[config.mk]
export PLATFORM = sky130hd
export DESIGN_NAME = actag_codec_link
export DESIGN_NICKNAME = d
export VERILOG_FILES = /design/src/rtl/actag_pkg.sv /design/src/rtl/actag_codec_link.sv /design/src/rtl/actag_rate_gen.sv
export VERILOG_INCLUDE_DIRS = /design/src /design/src/rtl
export SDC_FILE = /design/constraint.sdc
export NUM_CORES = 1
export LEC_CHECK = 0
export BUFFER_PORTS_ARGS = -buffer_cell sky130_fd_sc_hd__buf_4
export CAP_MARGIN = 5
export CORE_UTILIZATION = 52
export DETAILED_ROUTE_END_ITERATION = 8
export GPL_TIMING_DRIVEN = 0
export PLACE_DENSITY = 0.71
export SLEW_MARGIN = 20
export SYNTH_ARGS = -nofsm -noshare
export SYNTH_HDL_FRONTEND = slang
export SYNTH_SLANG_ARGS = --single-unit
[constraint.sdc]
create_clock -name CORE_CLK_IN -period 10.99 [get_ports CORE_CLK_IN]
set_input_delay 1.099 -clock CORE_CLK_IN [delete_from_list [all_inputs] [get_ports CORE_CLK_IN]]
set_output_delay 1.099 -clock CORE_CLK_IN [all_outputs]
set_load 0.05 [all_outputs]
[src/rtl/actag_regs.svh]
// register offsets, field positions, reset values and frame constants of the slot tag handler
`ifndef ACTAG_REGS_SVH
`define ACTAG_REGS_SVH
`define ACTAG_CTRL_OFS 8'h00
`define ACTAG_ADC_RATE_OFS 8'h04
`define ACTAG_DAC_RATE_OFS 8'h08
`define ACTAG_ADC_LEFT_OFS 8'h0c
`define ACTAG_ADC_RIGHT_OFS 8'h10
`define ACTAG_DAC_LEFT_OFS 8'h14
`define ACTAG_DAC_RIGHT_OFS 8'h18
`define ACTAG_STATUS_OFS 8'h1c
`define ACTAG_CTRL_RUN_BIT 0
`define ACTAG_CTRL_RDE_BIT 1
`define ACTAG_CTRL_ZERO_BIT 2
`define ACTAG_CTRL_RST 3'h0
`define ACTAG_RATE_RST 16'hbb80
`define ACTAG_BASE_RATE 48000
`define ACTAG_TAG_READY_BIT 15
`define ACTAG_TAG_SLOT1_BIT 14
`define ACTAG_TAG_SLOT2_BIT 13
`define ACTAG_TAG_LEFT_BIT 12
`define ACTAG_TAG_RIGHT_BIT 11
`define ACTAG_STAT_ADDR_BASE 16'h7400
`define ACTAG_STAT_ADDR_LREQ_BIT 7
`define ACTAG_STAT_ADDR_RREQ_BIT 6
`define ACTAG_STAT_DATA_BASE 16'hf800
`define ACTAG_STAT_DATA_LREQ_BIT 8
`define ACTAG_STAT_DATA_RREQ_BIT 0
`define ACTAG_TAG_LAST_BIT 5'd15
`define ACTAG_SLOT_LAST_BIT 5'd19
`define ACTAG_LAST_SLOT 4'd12
`endif

[src/rtl/actag_pkg.sv]
// types shared by the slot tag handler files
package actag_pkg;
	typedef logic [15:0] actag_sample_t;
	typedef struct packed {
		logic starve_zero;
		logic req_disp_en;
		logic run;
	} actag_ctrl_t;
	typedef struct packed {
		actag_sample_t tag;
		actag_sample_t left;
		actag_sample_t right;
	} actag_rx_frame_t;
	typedef enum logic {
		LNK_IDLE,
		LNK_FRAME
	} actag_link_state_t;
endpackage : actag_pkg

[src/rtl/actag_codec_link.sv]
// codec end of the serial audio link: slot tags, sample pacing, request display and dac update
//
// Design decisions made here: register access over AHB-Lite and the register offsets.
`include "actag_regs.svh"

// Functional notes
// - At 8 kHz one adc sample is delivered and one dac sample requested every sixth frame.
// - At 16 kHz a sample moves every third frame and at 12 kHz every fourth frame, evenly spaced.
// - An adc slot without a valid sample in the frame carries an all-zero word.
// - Adc valid flags and dac requests come from independent generators so their frames need not line up at fractional rates.
// - At fractional rates two back-to-back adc valid frames may come with zero or one dac request.
// - A requested dac sample that does not arrive is either repeated or replaced by zero as a control bit selects.
// - Request bits are active low in the status address slot and active high in the status data slot.
// - Request bits appear in status slots 1 and 2 only while the request display enable bit is set.
module actag_codec_link #(
	parameter int RATE_W = 16
) (
	input wire logic CORE_CLK_IN,
	input wire logic NRST_IN,
	input wire logic HSEL_IN,
	input wire logic [31:0] HADDR_IN,
	input wire logic [1:0] HTRANS_IN,
	input wire logic HWRITE_IN,
	input wire logic [2:0] HSIZE_IN,
	input wire logic [31:0] HWDATA_IN,
	input wire logic HREADY_IN,
	output logic [31:0] HRDATA_OUT,
	output logic HREADYOUT_OUT,
	output logic HRESP_OUT,
	input wire logic BIT_CLK_IN,
	input wire logic SYNC_IN,
	input wire logic SDATA_OUT_IN,
	output logic SDATA_IN_OUT,
	output actag_pkg::actag_sample_t DAC_LEFT_OUT,
	output actag_pkg::actag_sample_t DAC_RIGHT_OUT
);
	import actag_pkg::*;

	if (RATE_W < 16 || RATE_W > 31) begin : g_bad_rate_w
		$error("RATE_W must lie between 16 and 31");
	end

	// pin synchronisers: bit clock, frame sync, serial data from the host
	logic [2:0] pin_s1_q;
	logic [2:0] pin_s2_q;
	logic bclk_prev_q;
	logic sync_prev_q;
	logic bclk_rise;
	logic bclk_fall;
	logic frame_start;

	always_ff @(posedge CORE_CLK_IN or negedge NRST_IN) begin
		if (!NRST_IN) begin
			pin_s1_q <= 3'h0;
			pin_s2_q <= 3'h0;
			bclk_prev_q <= 1'b0;
		end else begin
			pin_s1_q <= {SDATA_OUT_IN, SYNC_IN, BIT_CLK_IN};
			pin_s2_q <= pin_s1_q;
			bclk_prev_q <= pin_s2_q[0];
		end
	end

	assign bclk_rise = pin_s2_q[0] & ~bclk_prev_q;
	assign bclk_fall = ~pin_s2_q[0] & bclk_prev_q;
	assign frame_start = bclk_rise & pin_s2_q[1] & ~sync_prev_q;

	// bus slave state and registers
	actag_ctrl_t ctrl_q;
	logic [RATE_W-1:0] adc_rate_q;
	logic [RATE_W-1:0] dac_rate_q;
	actag_sample_t adc_smp_q [2];
	actag_sample_t dac_q [2];
	logic wr_pend_q;
	logic rd_pend_q;
	logic [7:0] addr_q;
	logic [31:0] hrdata_q;
	logic hready_q;
	logic hresp_q;
	logic addr_phase;
	logic [31:0] rd_mux;
	logic [31:0] status_word;

	// frame state
	actag_link_state_t lnk_q;
	logic [3:0] slot_q;
	logic [4:0] sbit_q;
	logic [19:0] tx_sr_q;
	logic sdi_q;
	logic [19:0] rx_sr_q;
	actag_rx_frame_t rx_q;
	logic adc_v_q;
	logic req_cur_q;
	logic req_wait_q;
	actag_sample_t adc_frame_q [2];
	logic [15:0] frame_cnt_q;
	logic [7:0] starve_cnt_q;
	logic adc_tick;
	logic dac_tick;
	logic gen_step;
	logic [1:0] starve;

	// ahb-lite slave: writes take no wait state, reads take one
	assign addr_phase = HSEL_IN & HTRANS_IN[1] & HREADY_IN;

	always_ff @(posedge CORE_CLK_IN or negedge NRST_IN) begin
		if (!NRST_IN) begin
			wr_pend_q <= 1'b0;
			rd_pend_q <= 1'b0;
			addr_q <= 8'h00;
			hrdata_q <= 32'h0000_0000;
			hready_q <= 1'b1;
			hresp_q <= 1'b0;
		end else begin
			wr_pend_q <= addr_phase & HWRITE_IN;
			rd_pend_q <= addr_phase & ~HWRITE_IN;
			hresp_q <= 1'b0;
			if (addr_phase) begin
				addr_q <= HADDR_IN[7:0];
			end
			// read data taken a cycle late so a write just before is seen
			if (rd_pend_q) begin
				hrdata_q <= rd_mux;
			end
			hready_q <= ~(addr_phase & ~HWRITE_IN);
		end
	end

	assign status_word = {frame_cnt_q, starve_cnt_q, 4'h0, req_wait_q, req_cur_q, adc_v_q, lnk_q == LNK_FRAME};
	assign rd_mux = (addr_q == `ACTAG_CTRL_OFS) ? {29'h0, ctrl_q} :
		(addr_q == `ACTAG_ADC_RATE_OFS) ? 32'(adc_rate_q) :
		(addr_q == `ACTAG_DAC_RATE_OFS) ? 32'(dac_rate_q) :
		(addr_q == `ACTAG_ADC_LEFT_OFS) ? {16'h0, adc_smp_q[0]} :
		(addr_q == `ACTAG_ADC_RIGHT_OFS) ? {16'h0, adc_smp_q[1]} :
		(addr_q == `ACTAG_DAC_LEFT_OFS) ? {16'h0, dac_q[0]} :
		(addr_q == `ACTAG_DAC_RIGHT_OFS) ? {16'h0, dac_q[1]} :
		(addr_q == `ACTAG_STATUS_OFS) ? status_word : 32'h0000_0000;

	always_ff @(posedge CORE_CLK_IN or negedge NRST_IN) begin
		if (!NRST_IN) begin
			ctrl_q <= actag_ctrl_t'(`ACTAG_CTRL_RST);
			adc_rate_q <= RATE_W'(`ACTAG_RATE_RST);
			dac_rate_q <= RATE_W'(`ACTAG_RATE_RST);
			adc_smp_q[0] <= 16'h0000;
			adc_smp_q[1] <= 16'h0000;
		end else if (wr_pend_q) begin
			if (addr_q == `ACTAG_CTRL_OFS) ctrl_q <= actag_ctrl_t'(HWDATA_IN[2:0]);
			if (addr_q == `ACTAG_ADC_RATE_OFS) adc_rate_q <= HWDATA_IN[RATE_W-1:0];
			if (addr_q == `ACTAG_DAC_RATE_OFS) dac_rate_q <= HWDATA_IN[RATE_W-1:0];
			if (addr_q == `ACTAG_ADC_LEFT_OFS) adc_smp_q[0] <= HWDATA_IN[15:0];
			if (addr_q == `ACTAG_ADC_RIGHT_OFS) adc_smp_q[1] <= HWDATA_IN[15:0];
		end
	end

	// independent pacing of capture and playback
	assign gen_step = frame_start & ctrl_q.run;

	actag_rate_gen #(.RATE_W(RATE_W), .BASE(`ACTAG_BASE_RATE)) u_adc_gen (
		.clk_in(CORE_CLK_IN),
		.nrst_in(NRST_IN),
		.step_in(gen_step),
		.rate_in(adc_rate_q),
		.tick_out(adc_tick)
	);

	actag_rate_gen #(.RATE_W(RATE_W), .BASE(`ACTAG_BASE_RATE)) u_dac_gen (
		.clk_in(CORE_CLK_IN),
		.nrst_in(NRST_IN),
		.step_in(gen_step),
		.rate_in(dac_rate_q),
		.tick_out(dac_tick)
	);

	// outgoing slot words
	logic [15:0] tag_word;
	logic [15:0] stat_addr_word;
	logic [15:0] stat_data_word;
	logic [3:0] slot_nxt;
	logic [15:0] slot_word;
	logic slot_end;

	assign tag_word = 16'h0000
		| (16'(ctrl_q.run) << `ACTAG_TAG_READY_BIT)
		| (16'(ctrl_q.req_disp_en) << `ACTAG_TAG_SLOT1_BIT)
		| (16'(ctrl_q.req_disp_en) << `ACTAG_TAG_SLOT2_BIT)
		| (16'(adc_tick & ctrl_q.run) << `ACTAG_TAG_LEFT_BIT)
		| (16'(adc_tick & ctrl_q.run) << `ACTAG_TAG_RIGHT_BIT);
	// low means requested in the address slot, high in the data slot
	assign stat_addr_word = `ACTAG_STAT_ADDR_BASE
		| ({15'h0000, ~req_cur_q} << `ACTAG_STAT_ADDR_LREQ_BIT)
		| ({15'h0000, ~req_cur_q} << `ACTAG_STAT_ADDR_RREQ_BIT);
	assign stat_data_word = `ACTAG_STAT_DATA_BASE
		| (16'(req_cur_q) << `ACTAG_STAT_DATA_LREQ_BIT)
		| (16'(req_cur_q) << `ACTAG_STAT_DATA_RREQ_BIT);
	assign slot_nxt = slot_q + 4'd1;
	assign slot_end = (slot_q == 4'd0) ? (sbit_q == `ACTAG_TAG_LAST_BIT) : (sbit_q == `ACTAG_SLOT_LAST_BIT);
	// status slots stay empty unless display is enabled, adc slots zero without a sample
	assign slot_word = (slot_nxt == 4'd1) ? (ctrl_q.req_disp_en ? stat_addr_word : 16'h0000) :
		(slot_nxt == 4'd2) ? (ctrl_q.req_disp_en ? stat_data_word : 16'h0000) :
		(slot_nxt == 4'd3) ? (adc_v_q ? adc_frame_q[0] : 16'h0000) :
		(slot_nxt == 4'd4) ? (adc_v_q ? adc_frame_q[1] : 16'h0000) : 16'h0000;

	// transmit on bit clock rise, receive on fall
	always_ff @(posedge CORE_CLK_IN or negedge NRST_IN) begin
		if (!NRST_IN) begin
			lnk_q <= LNK_IDLE;
			sync_prev_q <= 1'b0;
			slot_q <= 4'd0;
			sbit_q <= 5'd0;
			tx_sr_q <= 20'h00000;
			sdi_q <= 1'b0;
			rx_sr_q <= 20'h00000;
			rx_q <= '0;
		end else begin
			if (bclk_rise) begin
				sync_prev_q <= pin_s2_q[1];
			end
			if (frame_start) begin
				lnk_q <= LNK_FRAME;
				slot_q <= 4'd0;
				sbit_q <= 5'd0;
				sdi_q <= tag_word[15];
				tx_sr_q <= {tag_word[14:0], 5'h00};
			end else if (bclk_rise && lnk_q == LNK_FRAME) begin
				if (!slot_end) begin
					sbit_q <= sbit_q + 5'd1;
					sdi_q <= tx_sr_q[19];
					tx_sr_q <= {tx_sr_q[18:0], 1'b0};
				end else if (slot_q == `ACTAG_LAST_SLOT) begin
					lnk_q <= LNK_IDLE;
					sdi_q <= 1'b0;
				end else begin
					slot_q <= slot_nxt;
					sbit_q <= 5'd0;
					sdi_q <= slot_word[15];
					tx_sr_q <= {slot_word[14:0], 5'h00};
				end
			end
			if (bclk_fall && lnk_q == LNK_FRAME) begin
				rx_sr_q <= {rx_sr_q[18:0], pin_s2_q[2]};
				if (slot_end && slot_q == 4'd0) rx_q.tag <= {rx_sr_q[14:0], pin_s2_q[2]};
				if (slot_end && slot_q == 4'd3) rx_q.left <= rx_sr_q[18:3];
				if (slot_end && slot_q == 4'd4) rx_q.right <= rx_sr_q[18:3];
			end
		end
	end

	// frame bookkeeping at each frame start
	always_ff @(posedge CORE_CLK_IN or negedge NRST_IN) begin
		if (!NRST_IN) begin
			adc_v_q <= 1'b0;
			req_cur_q <= 1'b0;
			req_wait_q <= 1'b0;
			adc_frame_q[0] <= 16'h0000;
			adc_frame_q[1] <= 16'h0000;
			frame_cnt_q <= 16'h0000;
			starve_cnt_q <= 8'h00;
		end else if (frame_start) begin
			adc_v_q <= adc_tick & ctrl_q.run;
			req_cur_q <= dac_tick & ctrl_q.run;
			req_wait_q <= req_cur_q;
			adc_frame_q[0] <= adc_smp_q[0];
			adc_frame_q[1] <= adc_smp_q[1];
			frame_cnt_q <= frame_cnt_q + 16'h0001;
			if (|starve) starve_cnt_q <= starve_cnt_q + 8'h01;
		end
	end

	// a request issued last frame is answered in the frame just ended
	for (genvar ch = 0; ch < 2; ch++) begin : g_dac
		localparam int TAG_BIT = (ch == 0) ? `ACTAG_TAG_LEFT_BIT : `ACTAG_TAG_RIGHT_BIT;
		logic supplied;
		assign supplied = rx_q.tag[`ACTAG_TAG_READY_BIT] & rx_q.tag[TAG_BIT];
		assign starve[ch] = req_wait_q & ~supplied;
		always_ff @(posedge CORE_CLK_IN or negedge NRST_IN) begin
			if (!NRST_IN) begin
				dac_q[ch] <= 16'h0000;
			end else if (frame_start && req_wait_q) begin
				if (supplied) begin
					dac_q[ch] <= (ch == 0) ? rx_q.left : rx_q.right;
				end else if (ctrl_q.starve_zero) begin
					dac_q[ch] <= 16'h0000;
				end
			end
		end
	end

	assign HRDATA_OUT = hrdata_q;
	assign HREADYOUT_OUT = hready_q;
	assign HRESP_OUT = hresp_q;
	assign SDATA_IN_OUT = sdi_q;
	assign DAC_LEFT_OUT = dac_q[0];
	assign DAC_RIGHT_OUT = dac_q[1];
endmodule : actag_codec_link

[src/rtl/actag_rate_gen.sv]
// per-frame sample tick generator from a rate in hertz against the frame rate
module actag_rate_gen #(
	parameter int RATE_W = 16,
	parameter int BASE = 48000
) (
	input wire logic clk_in,
	input wire logic nrst_in,
	input wire logic step_in,
	input wire logic [RATE_W-1:0] rate_in,
	output logic tick_out
);
	localparam logic [RATE_W:0] BASE_W = (RATE_W+1)'(BASE);

	if (BASE >= (64'd1 << RATE_W)) begin : g_bad_width
		$error("rate width too narrow for the frame rate");
	end

	logic [RATE_W-1:0] acc_q;
	logic [RATE_W-1:0] acc_d;
	logic tick_q;
	logic [RATE_W:0] rate_eff;
	logic [RATE_W:0] sum;
	logic hit;

	// clamp so the accumulator stays below the base and can never run away
	assign rate_eff = ({1'b0, rate_in} > BASE_W) ? BASE_W : {1'b0, rate_in};
	assign sum = {1'b0, acc_q} + rate_eff;
	// whole divisors of the base give even spacing, others mix two spacings with the remainder carried so the average rate stays exact
	assign hit = sum >= BASE_W;
	assign acc_d = hit ? RATE_W'(sum - BASE_W) : RATE_W'(sum);

	always_ff @(posedge clk_in or negedge nrst_in) begin
		if (!nrst_in) begin
			acc_q <= '0;
			tick_q <= 1'b0;
		end else if (step_in) begin
			acc_q <= acc_d;
			tick_q <= hit;
		end
	end

	assign tick_out = tick_q;
endmodule : actag_rate_gen

==> reports/summary.txt, run 1 <==
Total GRT Usage: 0.282
via count: 12,500
Synth Cell Area: 16,200 um^2
Post-synth EDFFs: 0
Yosys warnings: 0
Slowest-stage cell, CP: dfstp_2
final hold viol count: 0
Mapped Cells: 1,526
sequential power share: 0.354
M1 GR Usage: 0.385
Worst Tran Pin Value: 0.886 ns
Max FO, Critical Path: 10
gr busiest metal: met2
kind of critical path: reg2reg
Post-synth top cells: dfrtp_1 (308), nand2_1 (236), mux2_2 (141), nor2_1 (85), o21ai_0 (67)
delay-heaviest family, CP: compound AO/OA/AOI/OAI gates
Gate power share: 0.346
WHS: 0.345 ns
number of diodes: 0
die area: 31,800 um^2
Slew Viols, Final: 0
Root Driver: clkbuf_16
Critical Path Max Stage Delay: 0.60 ns
IO Pins: 144
drt total wl: 43.4 mm
CTS max path bufs: 3
PD cells: 225 nW/um^2
Synth top area share: 0.476
DR iter-0 viols: 930
Max Freq: 200 MHz
Die Span X: 178 um
final setup vio count: 0
CTS tree: built
antenna viol nets, final: 0
met3 usage: 0.0448
pin count of the biggest net entering global routing: 101
hpwl dp: 31.8 mm
Initial Utilization: 0.529
CP dominant cell by count: o21ai_0
P_sw: 1520 uW
clock sink count: 323
number of placement rows: 64
worst path bufs/invs: 0
post-synth top area cell: dfrtp_1
flops & latches, synth: 323
Worst IR Drop VDD: 0.143 mV
number of hold buffers added after cts: 0
Vias per Instance: 5.99
fin nets: 1,786
status: finished, final reports clean
Post-synth ARST share: 1.00
CP required: 11.40 ns
RD Place Congestion: 0.900
vias in the first global route: 12,600
CTS Buf Count: 36
initial antenna violation count: 0
Mean Syn Cell Area: 10.6 um^2
postcts setup bufs: 0
H-tree levels: 2
Rel. slew slack: 0.405
cell breakdown of the critical path: and4b_1 -> nor2_1 -> o21ai_0 -> o21ai_1 -> and2_1 -> ha_1 -> fa_1 -> a211oi_1 -> o21ai_0 -> a211o_1 -> nand3_1 -> a21oi_2 -> nor3b_2 -> nor2b_1 -> nor3b_1 -> o31a_1
area grow syn2layout: 16.0%
Max Cap Viol: 0
Seq/Total Area, Yosys: 0.501
Clock Pin Slew Worst Setup and Hold Paths: 0.06 ns
total grt overflow: 0
share of layout cells above drive strength 1: 0.226
RSZ-0062 raised after global routing: false
Leak: 0.00854 uW
Main synth FF type: dfrtp_1
Int Power: 2710 uW
input/output buffers: 98
Clk pwr share: 0.299
Synth Net Count: 1,647
largest cells by area after synthesis: dfrtp_1 (48%), mux2_2 (9.8%), nand2_1 (5.5%)
DR WL/cell: 20.8 um
type of the worst min-delay path: reg2reg
sw frac: 0.360
drc violations: 0
unique cell type count in the Yosys netlist: 100
DRT Pass-1 Iters: 7
Tmin final: 5.01 ns
CP startpoint kind: flop
first-pass GRT wire length: 69.1 mm
Worst Path Arrival: 5.42 ns
final cycle utilization of the critical path: 0.456
setup TNS: 0 ns
height of the die: 178 um
clk_skew: 0.0260 ns
CORE AREA: 30,600 um^2
Crit. End Element: flop
met2 usage: 0.457
Skew-Pair Late Insertion Delay: 0.53 ns
post-CTS sizing: 0
most numerous cell in the Yosys netlist: dfrtp_1
[per-layer routing]
metal | wire length (um) | vias to the layer above
li1 | - | 5766
met1 | 19000 | 6263
met2 | 20400 | 398
met3 | 2620 | 92
met4 | 1430 | 0
met5 | 0 | -
[kinds of logic after synthesis]
family,count (synthesis),synth area share
buffers and inverters,106,0.0267
AO/OA/AOI/OAI,327,0.146
adder cells (fa/ha/maj),44,0.0349
AND/OR/NAND/NOR,516,0.151
multiplexers,162,0.113
flip-flops,323,0.501
other,1,0.000232
XOR/XNOR,47,0.0268
[sequential cells by signal (all words and copies together) (netlist names), 19 cells and up]
name,flops
adc_frame_q,32
rx_q,35
HRDATA_OUT,32
adc_smp_q,32
rx_sr_q,19
[through the flow]
stage / std cells / setup WS [ns] / power [uW] / cell area (um^2) / util
2_1_floorplan: 1526 / 6.94 / 2600 / 16200 / -
3_3_place_gp: 2020 / 5.88 / 2910 / 17400 / 0.569
3_5_place_dp: 2023 / 6.06 / 2950 / 17500 / 0.573
4_1_cts: 2089 / 6.00 / 4230 / 18800 / 0.614
5_1_grt: 2089 / 5.42 / 4470 / 18800 / 0.614
6_report: 2089 / 5.98 / 4230 / 18800 / 0.614
[final cells by class]
class	count	area, um^2
plain buffers	66	282
clock buffers	53	1050
clock inverters	13	204
fillers	2526	11800
inverters	40	150
multi-input cells	1097	7660
flip-flops and latches	323	8100
well taps	396	495
repair buffers	101	826
[path summary, 6_finish.rpt]
| check | from | endpoint | slack, ns | cells after the start |
|---|---|---|---|---|
| setup / recovery | dac_rate_q[8] | u_dac_gen.acc_q[9] | 5.98 | 16 |
| hold / removal | pin_s1_q[2] | pin_s2_q[2] | 0.35 | 0 |
| setup reg to reg | dac_rate_q[8] | u_dac_gen.acc_q[9] | 5.98 | 16 |
| hold reg to reg | pin_s1_q[2] | pin_s2_q[2] | 0.35 | 0 |
| max in group asynchronous | NRST_IN | rx_sr_q[12] | 9.23 | 3 |
| min in group asynchronous | NRST_IN | HRDATA_OUT[23] | 0.50 | 1 |
[power by group through the flow]
stage	clock, uW	sequential (uW)	combinational (uW)
floorplan	0	1510	1090
global placement	0	1510	1400
detailed placement	0	1510	1440
CTS	1280	1500	1450
global route	1330	1520	1620
finish	1270	1500	1470
[cell usage in the layout, fill, tap and decap left out, drive strengths merged, types with 31 or more instances in the layout]
cell type,instances
mux2,141
a22oi,31
dfrtp,308
clkbuf,97
inv,43
nand3,35
buf,123
xnor2,34
nor2,85
a21oi,43
o21ai,83
a22o,46
ha,42
nand2,237
Power figures use the tool's default switching activity.
==> run 2, diff against run 1 <==
--- a/config.mk
+++ b/config.mk
@@ -11,7 +11,7 @@
 export CORE_UTILIZATION = 52
 export DETAILED_ROUTE_END_ITERATION = 8
 export GPL_TIMING_DRIVEN = 0
-export PLACE_DENSITY = 0.71
+export PLACE_DENSITY = 0.74
 export SLEW_MARGIN = 20
 export SYNTH_ARGS = -nofsm -noshare
 export SYNTH_HDL_FRONTEND = slang
==> constraint.sdc (replaced) <==
create_clock -name CORE_CLK_IN -period 4.3 [get_ports CORE_CLK_IN]
set_input_delay 0.43 -clock CORE_CLK_IN [delete_from_list [all_inputs] [get_ports CORE_CLK_IN]]
set_output_delay 0.43 -clock CORE_CLK_IN [all_outputs]
set_load 0.05 [all_outputs]
==> run 2 against run 1 <==
Non-clock buffer count up 19; critical path type unchanged; routed wire length is 1.4% higher; power increased to 2.7 times the previous value; count of clock-buffer cells in the layout decreased by 4; sequential power rose to 2.6 times the previous value; cell count rose by 0.86%; combinational power grew to 2.9 times the previous value; fmax is 20% higher; flip-flop and latch count unchanged; global-route usage is 0.30 points lower; utilization increased by 1.5 points; sequential share of layout area decreased by 1.0 points.
==> reports/summary.txt, run 2 (synthesis gave the netlist of run 1 again) <==
share of layout cells above drive strength 1: 0.257 (was 0.226)
setup TNS: 0 ns (unchanged)
area grow syn2layout: 18.9% (was 16.0%)
Worst Tran Pin Value: 1.15 ns (was 0.886 ns)
final hold viol count: 0 (unchanged)
height of the die: 178 um (unchanged)
Worst IR Drop VDD: 0.340 mV (was 0.143 mV)
Max Freq: 239 MHz (was 200 MHz)
reg2reg start: adc_rate_q[12] (was dac_rate_q[8])
die area: 31,800 um^2 (unchanged)
Slew Viols, Final: 0 (unchanged)
Multi-input gate area: 7990 um^2 (was 7660 um^2)
Vias per Instance: 6.10 (was 5.99)
fin nets: 1,806 (was 1,786)
Clk pwr share: 0.284 (was 0.299)
CTS Buf Count: 36 (unchanged)
drc violations: 0 (unchanged)
CP startpoint kind: flop (unchanged)
H-tree levels: 2 (unchanged)
Max Cap Viol: 0 (unchanged)
placed cells: 2,023 (unchanged)
Design Power: 11,300 uW (was 4230 uW)
final setup vio count: 0 (unchanged)
number of diodes: 0 (unchanged)
worst r2r dst: u_adc_gen.acc_q[8] (was u_dac_gen.acc_q[9])
most frequent cells in the layout: dfrtp_1 (308), nand2_1 (236), mux2_2 (141), buf_4 (114), nor2_1 (81) (was dfrtp_1 (308), nand2_1 (236), mux2_2 (141), buf_4 (100), nor2_1 (85))
via count: 12,900 (was 12,500)
clock sink count: 323 (unchanged)
Clock Pin Slew Worst Setup and Hold Paths: 0.06 ns (about the same)
IO Pins: 144 (unchanged)
commonest non-fill, non-tap cell in the layout: dfrtp_1 (unchanged)
reg2reg path depth: 16 (unchanged)
number of placement rows: 64 (unchanged)
Crit. End Element: flop (unchanged)
Worst Path Arrival: 4.55 ns (was 5.42 ns)
Die Span X: 178 um (unchanged)
PD cells: 587 nW/um^2 (was 225 nW/um^2)
Total GRT Usage: 0.279 (was 0.282)
RD Place Congestion: 0.911 (was 0.900)
clk_skew: 0.0198 ns (was 0.0260 ns)
Tmin final: 4.18 ns (was 5.01 ns)
Leak: 0.00870 uW (was 0.00854 uW)
CORE AREA: 30,600 um^2 (unchanged)
vias in the first global route: 12,500 (was 12,600)
CP required: 4.67 ns (was 11.40 ns)
Max FO, Critical Path: 8 (was 10)
kind of critical path: reg2reg (unchanged)
max reg flops: 35 (unchanged)
input/output buffers: 98 (unchanged)
antenna viol nets, final: 0 (unchanged)
type of the worst min-delay path: in2reg (was reg2reg)
sw frac: 0.366 (was 0.360)
fill cell count: 2,459 (was 2,526)
sequential power share: 0.340 (was 0.354)
final core area utilization: 0.629 (was 0.614)
CTS tree: built (unchanged)
first-pass GRT wire length: 68.3 mm (was 69.1 mm)
Initial Utilization: 0.529 (unchanged)
DR WL/cell: 20.9 um (was 20.8 um)
Critical path origin: adc_rate_q[12] (was dac_rate_q[8])
Skew-Pair Late Insertion Delay: 0.53 ns (about the same)
placed inst area: 17,500 um^2 (about the same)
DRT Pass-1 Iters: 6 (was 7)
Final Instance Area: 19,200 um^2 (was 18,800 um^2)
Rel. slew slack: 0.223 (was 0.405)
Root Driver: clkbuf_16 (unchanged)
Layout Cells excl Fill: 2,107 (was 2,089)
initial antenna violation count: 0 (unchanged)
final cycle utilization of the critical path: 0.971 (was 0.456)
status: finished, final reports clean (unchanged)
hpwl dp: 31.6 mm (was 31.8 mm)
Setup crit end: u_adc_gen.acc_q[8] (was u_dac_gen.acc_q[9])
Top reg by flops: rx_q (unchanged)
pin count of the biggest net entering global routing: 102 (was 101)
DR iter-0 viols: 1,081 (was 930)
Int Power: 7150 uW (was 2710 uW)
R2R Setup Slk: 0.12 ns (was 5.98 ns)
Gate power share: 0.376 (was 0.346)
P_sw: 4130 uW (was 1520 uW)
drt total wl: 44.0 mm (was 43.4 mm)
total grt overflow: 0 (unchanged)
CTS max path bufs: 3 (unchanged)
register area: 8100 um^2 (unchanged)
-- run 2: layout make-up --
cell class                      count  area share
Timing Repair Buffer              120      0.0515
Multi-Input combinational cell   1098       0.415
Clock buffer                       49      0.0530
Tap cell                          396      0.0258
Clock inverter                     15      0.0111
Sequential cell                   323       0.421
Buffer                             66      0.0146
Inverter                           40     0.00780
-- run 2: what timing repair did --
item                       4_1_cts  5_1_grt
gates cloned                     0        1
gates resized for setup         16       52
hold endpoints to repair        55        0
setup endpoints to repair       20       20
hold buffers                     4        0
setup buffers                    1       14
pin swaps                        2       21
-- run 2: power groups by stage --
stage          clock network [uW]  logic, uW  registers (uW)
2_1_floorplan                   0       2800            3850
3_3_place_gp                    0       3580            3860
3_5_place_dp                    0       3690            3870
4_1_cts                      3240       3800            3830
5_1_grt                      3360       4590            3880
6_report                     3210       4240            3840
-- run 2: worst min-delay path by stage --
stage	start	to	slack (ns)	cells after the start
6_report	HADDR_IN[7]	addr_q[7]	0.13	2
5_1_grt	HADDR_IN[7]	addr_q[7]	0.13	2
4_1_cts	HADDR_IN[7]	addr_q[7]	0.12	2
3_5_place_dp	pin_s1_q[0]	pin_s2_q[0]	0.33	0
3_3_place_gp	pin_s1_q[0]	pin_s2_q[0]	0.34	0
2_1_floorplan	NRST_IN	DAC_LEFT_OUT[0]	0.13	0
-- run 2: metrics by stage --
stage,hold WS [ns],setup slack [ns]
after floorplan,0.134,0.255
after global placement,0.336,-0.525
after detailed placement,0.335,-0.560
after CTS,0.123,0.0176
after global routing,0.127,-0.0366
final,0.132,0.123
-- run 2: layer usage --
layer,wire (um),global-route usage,vias to the layer above
met4,1630,0.107,0
li1,-,-,5818
met3,3090,0.0394,106
met2,20500,0.449,516
met1,18800,0.382,6412
met5,0,0,-
-- run 2: critical path, stage by stage, from the launching register on --
cell	delay [ns]
dfstp_2	0.52
nor2b_2	0.13
nand4_1	0.22
o21ai_4	0.28
o21ai_4	0.11
and2_4	0.18
ha_4	0.18
fa_2	0.41
a211oi_4	0.34
nor2_4	0.09
a211o_1	0.34
nor3_2	0.19
and4_4	0.27
o2111ai_4	0.15
a21oi_4	0.31
mux2i_1	0.22
o21ai_1	0.08
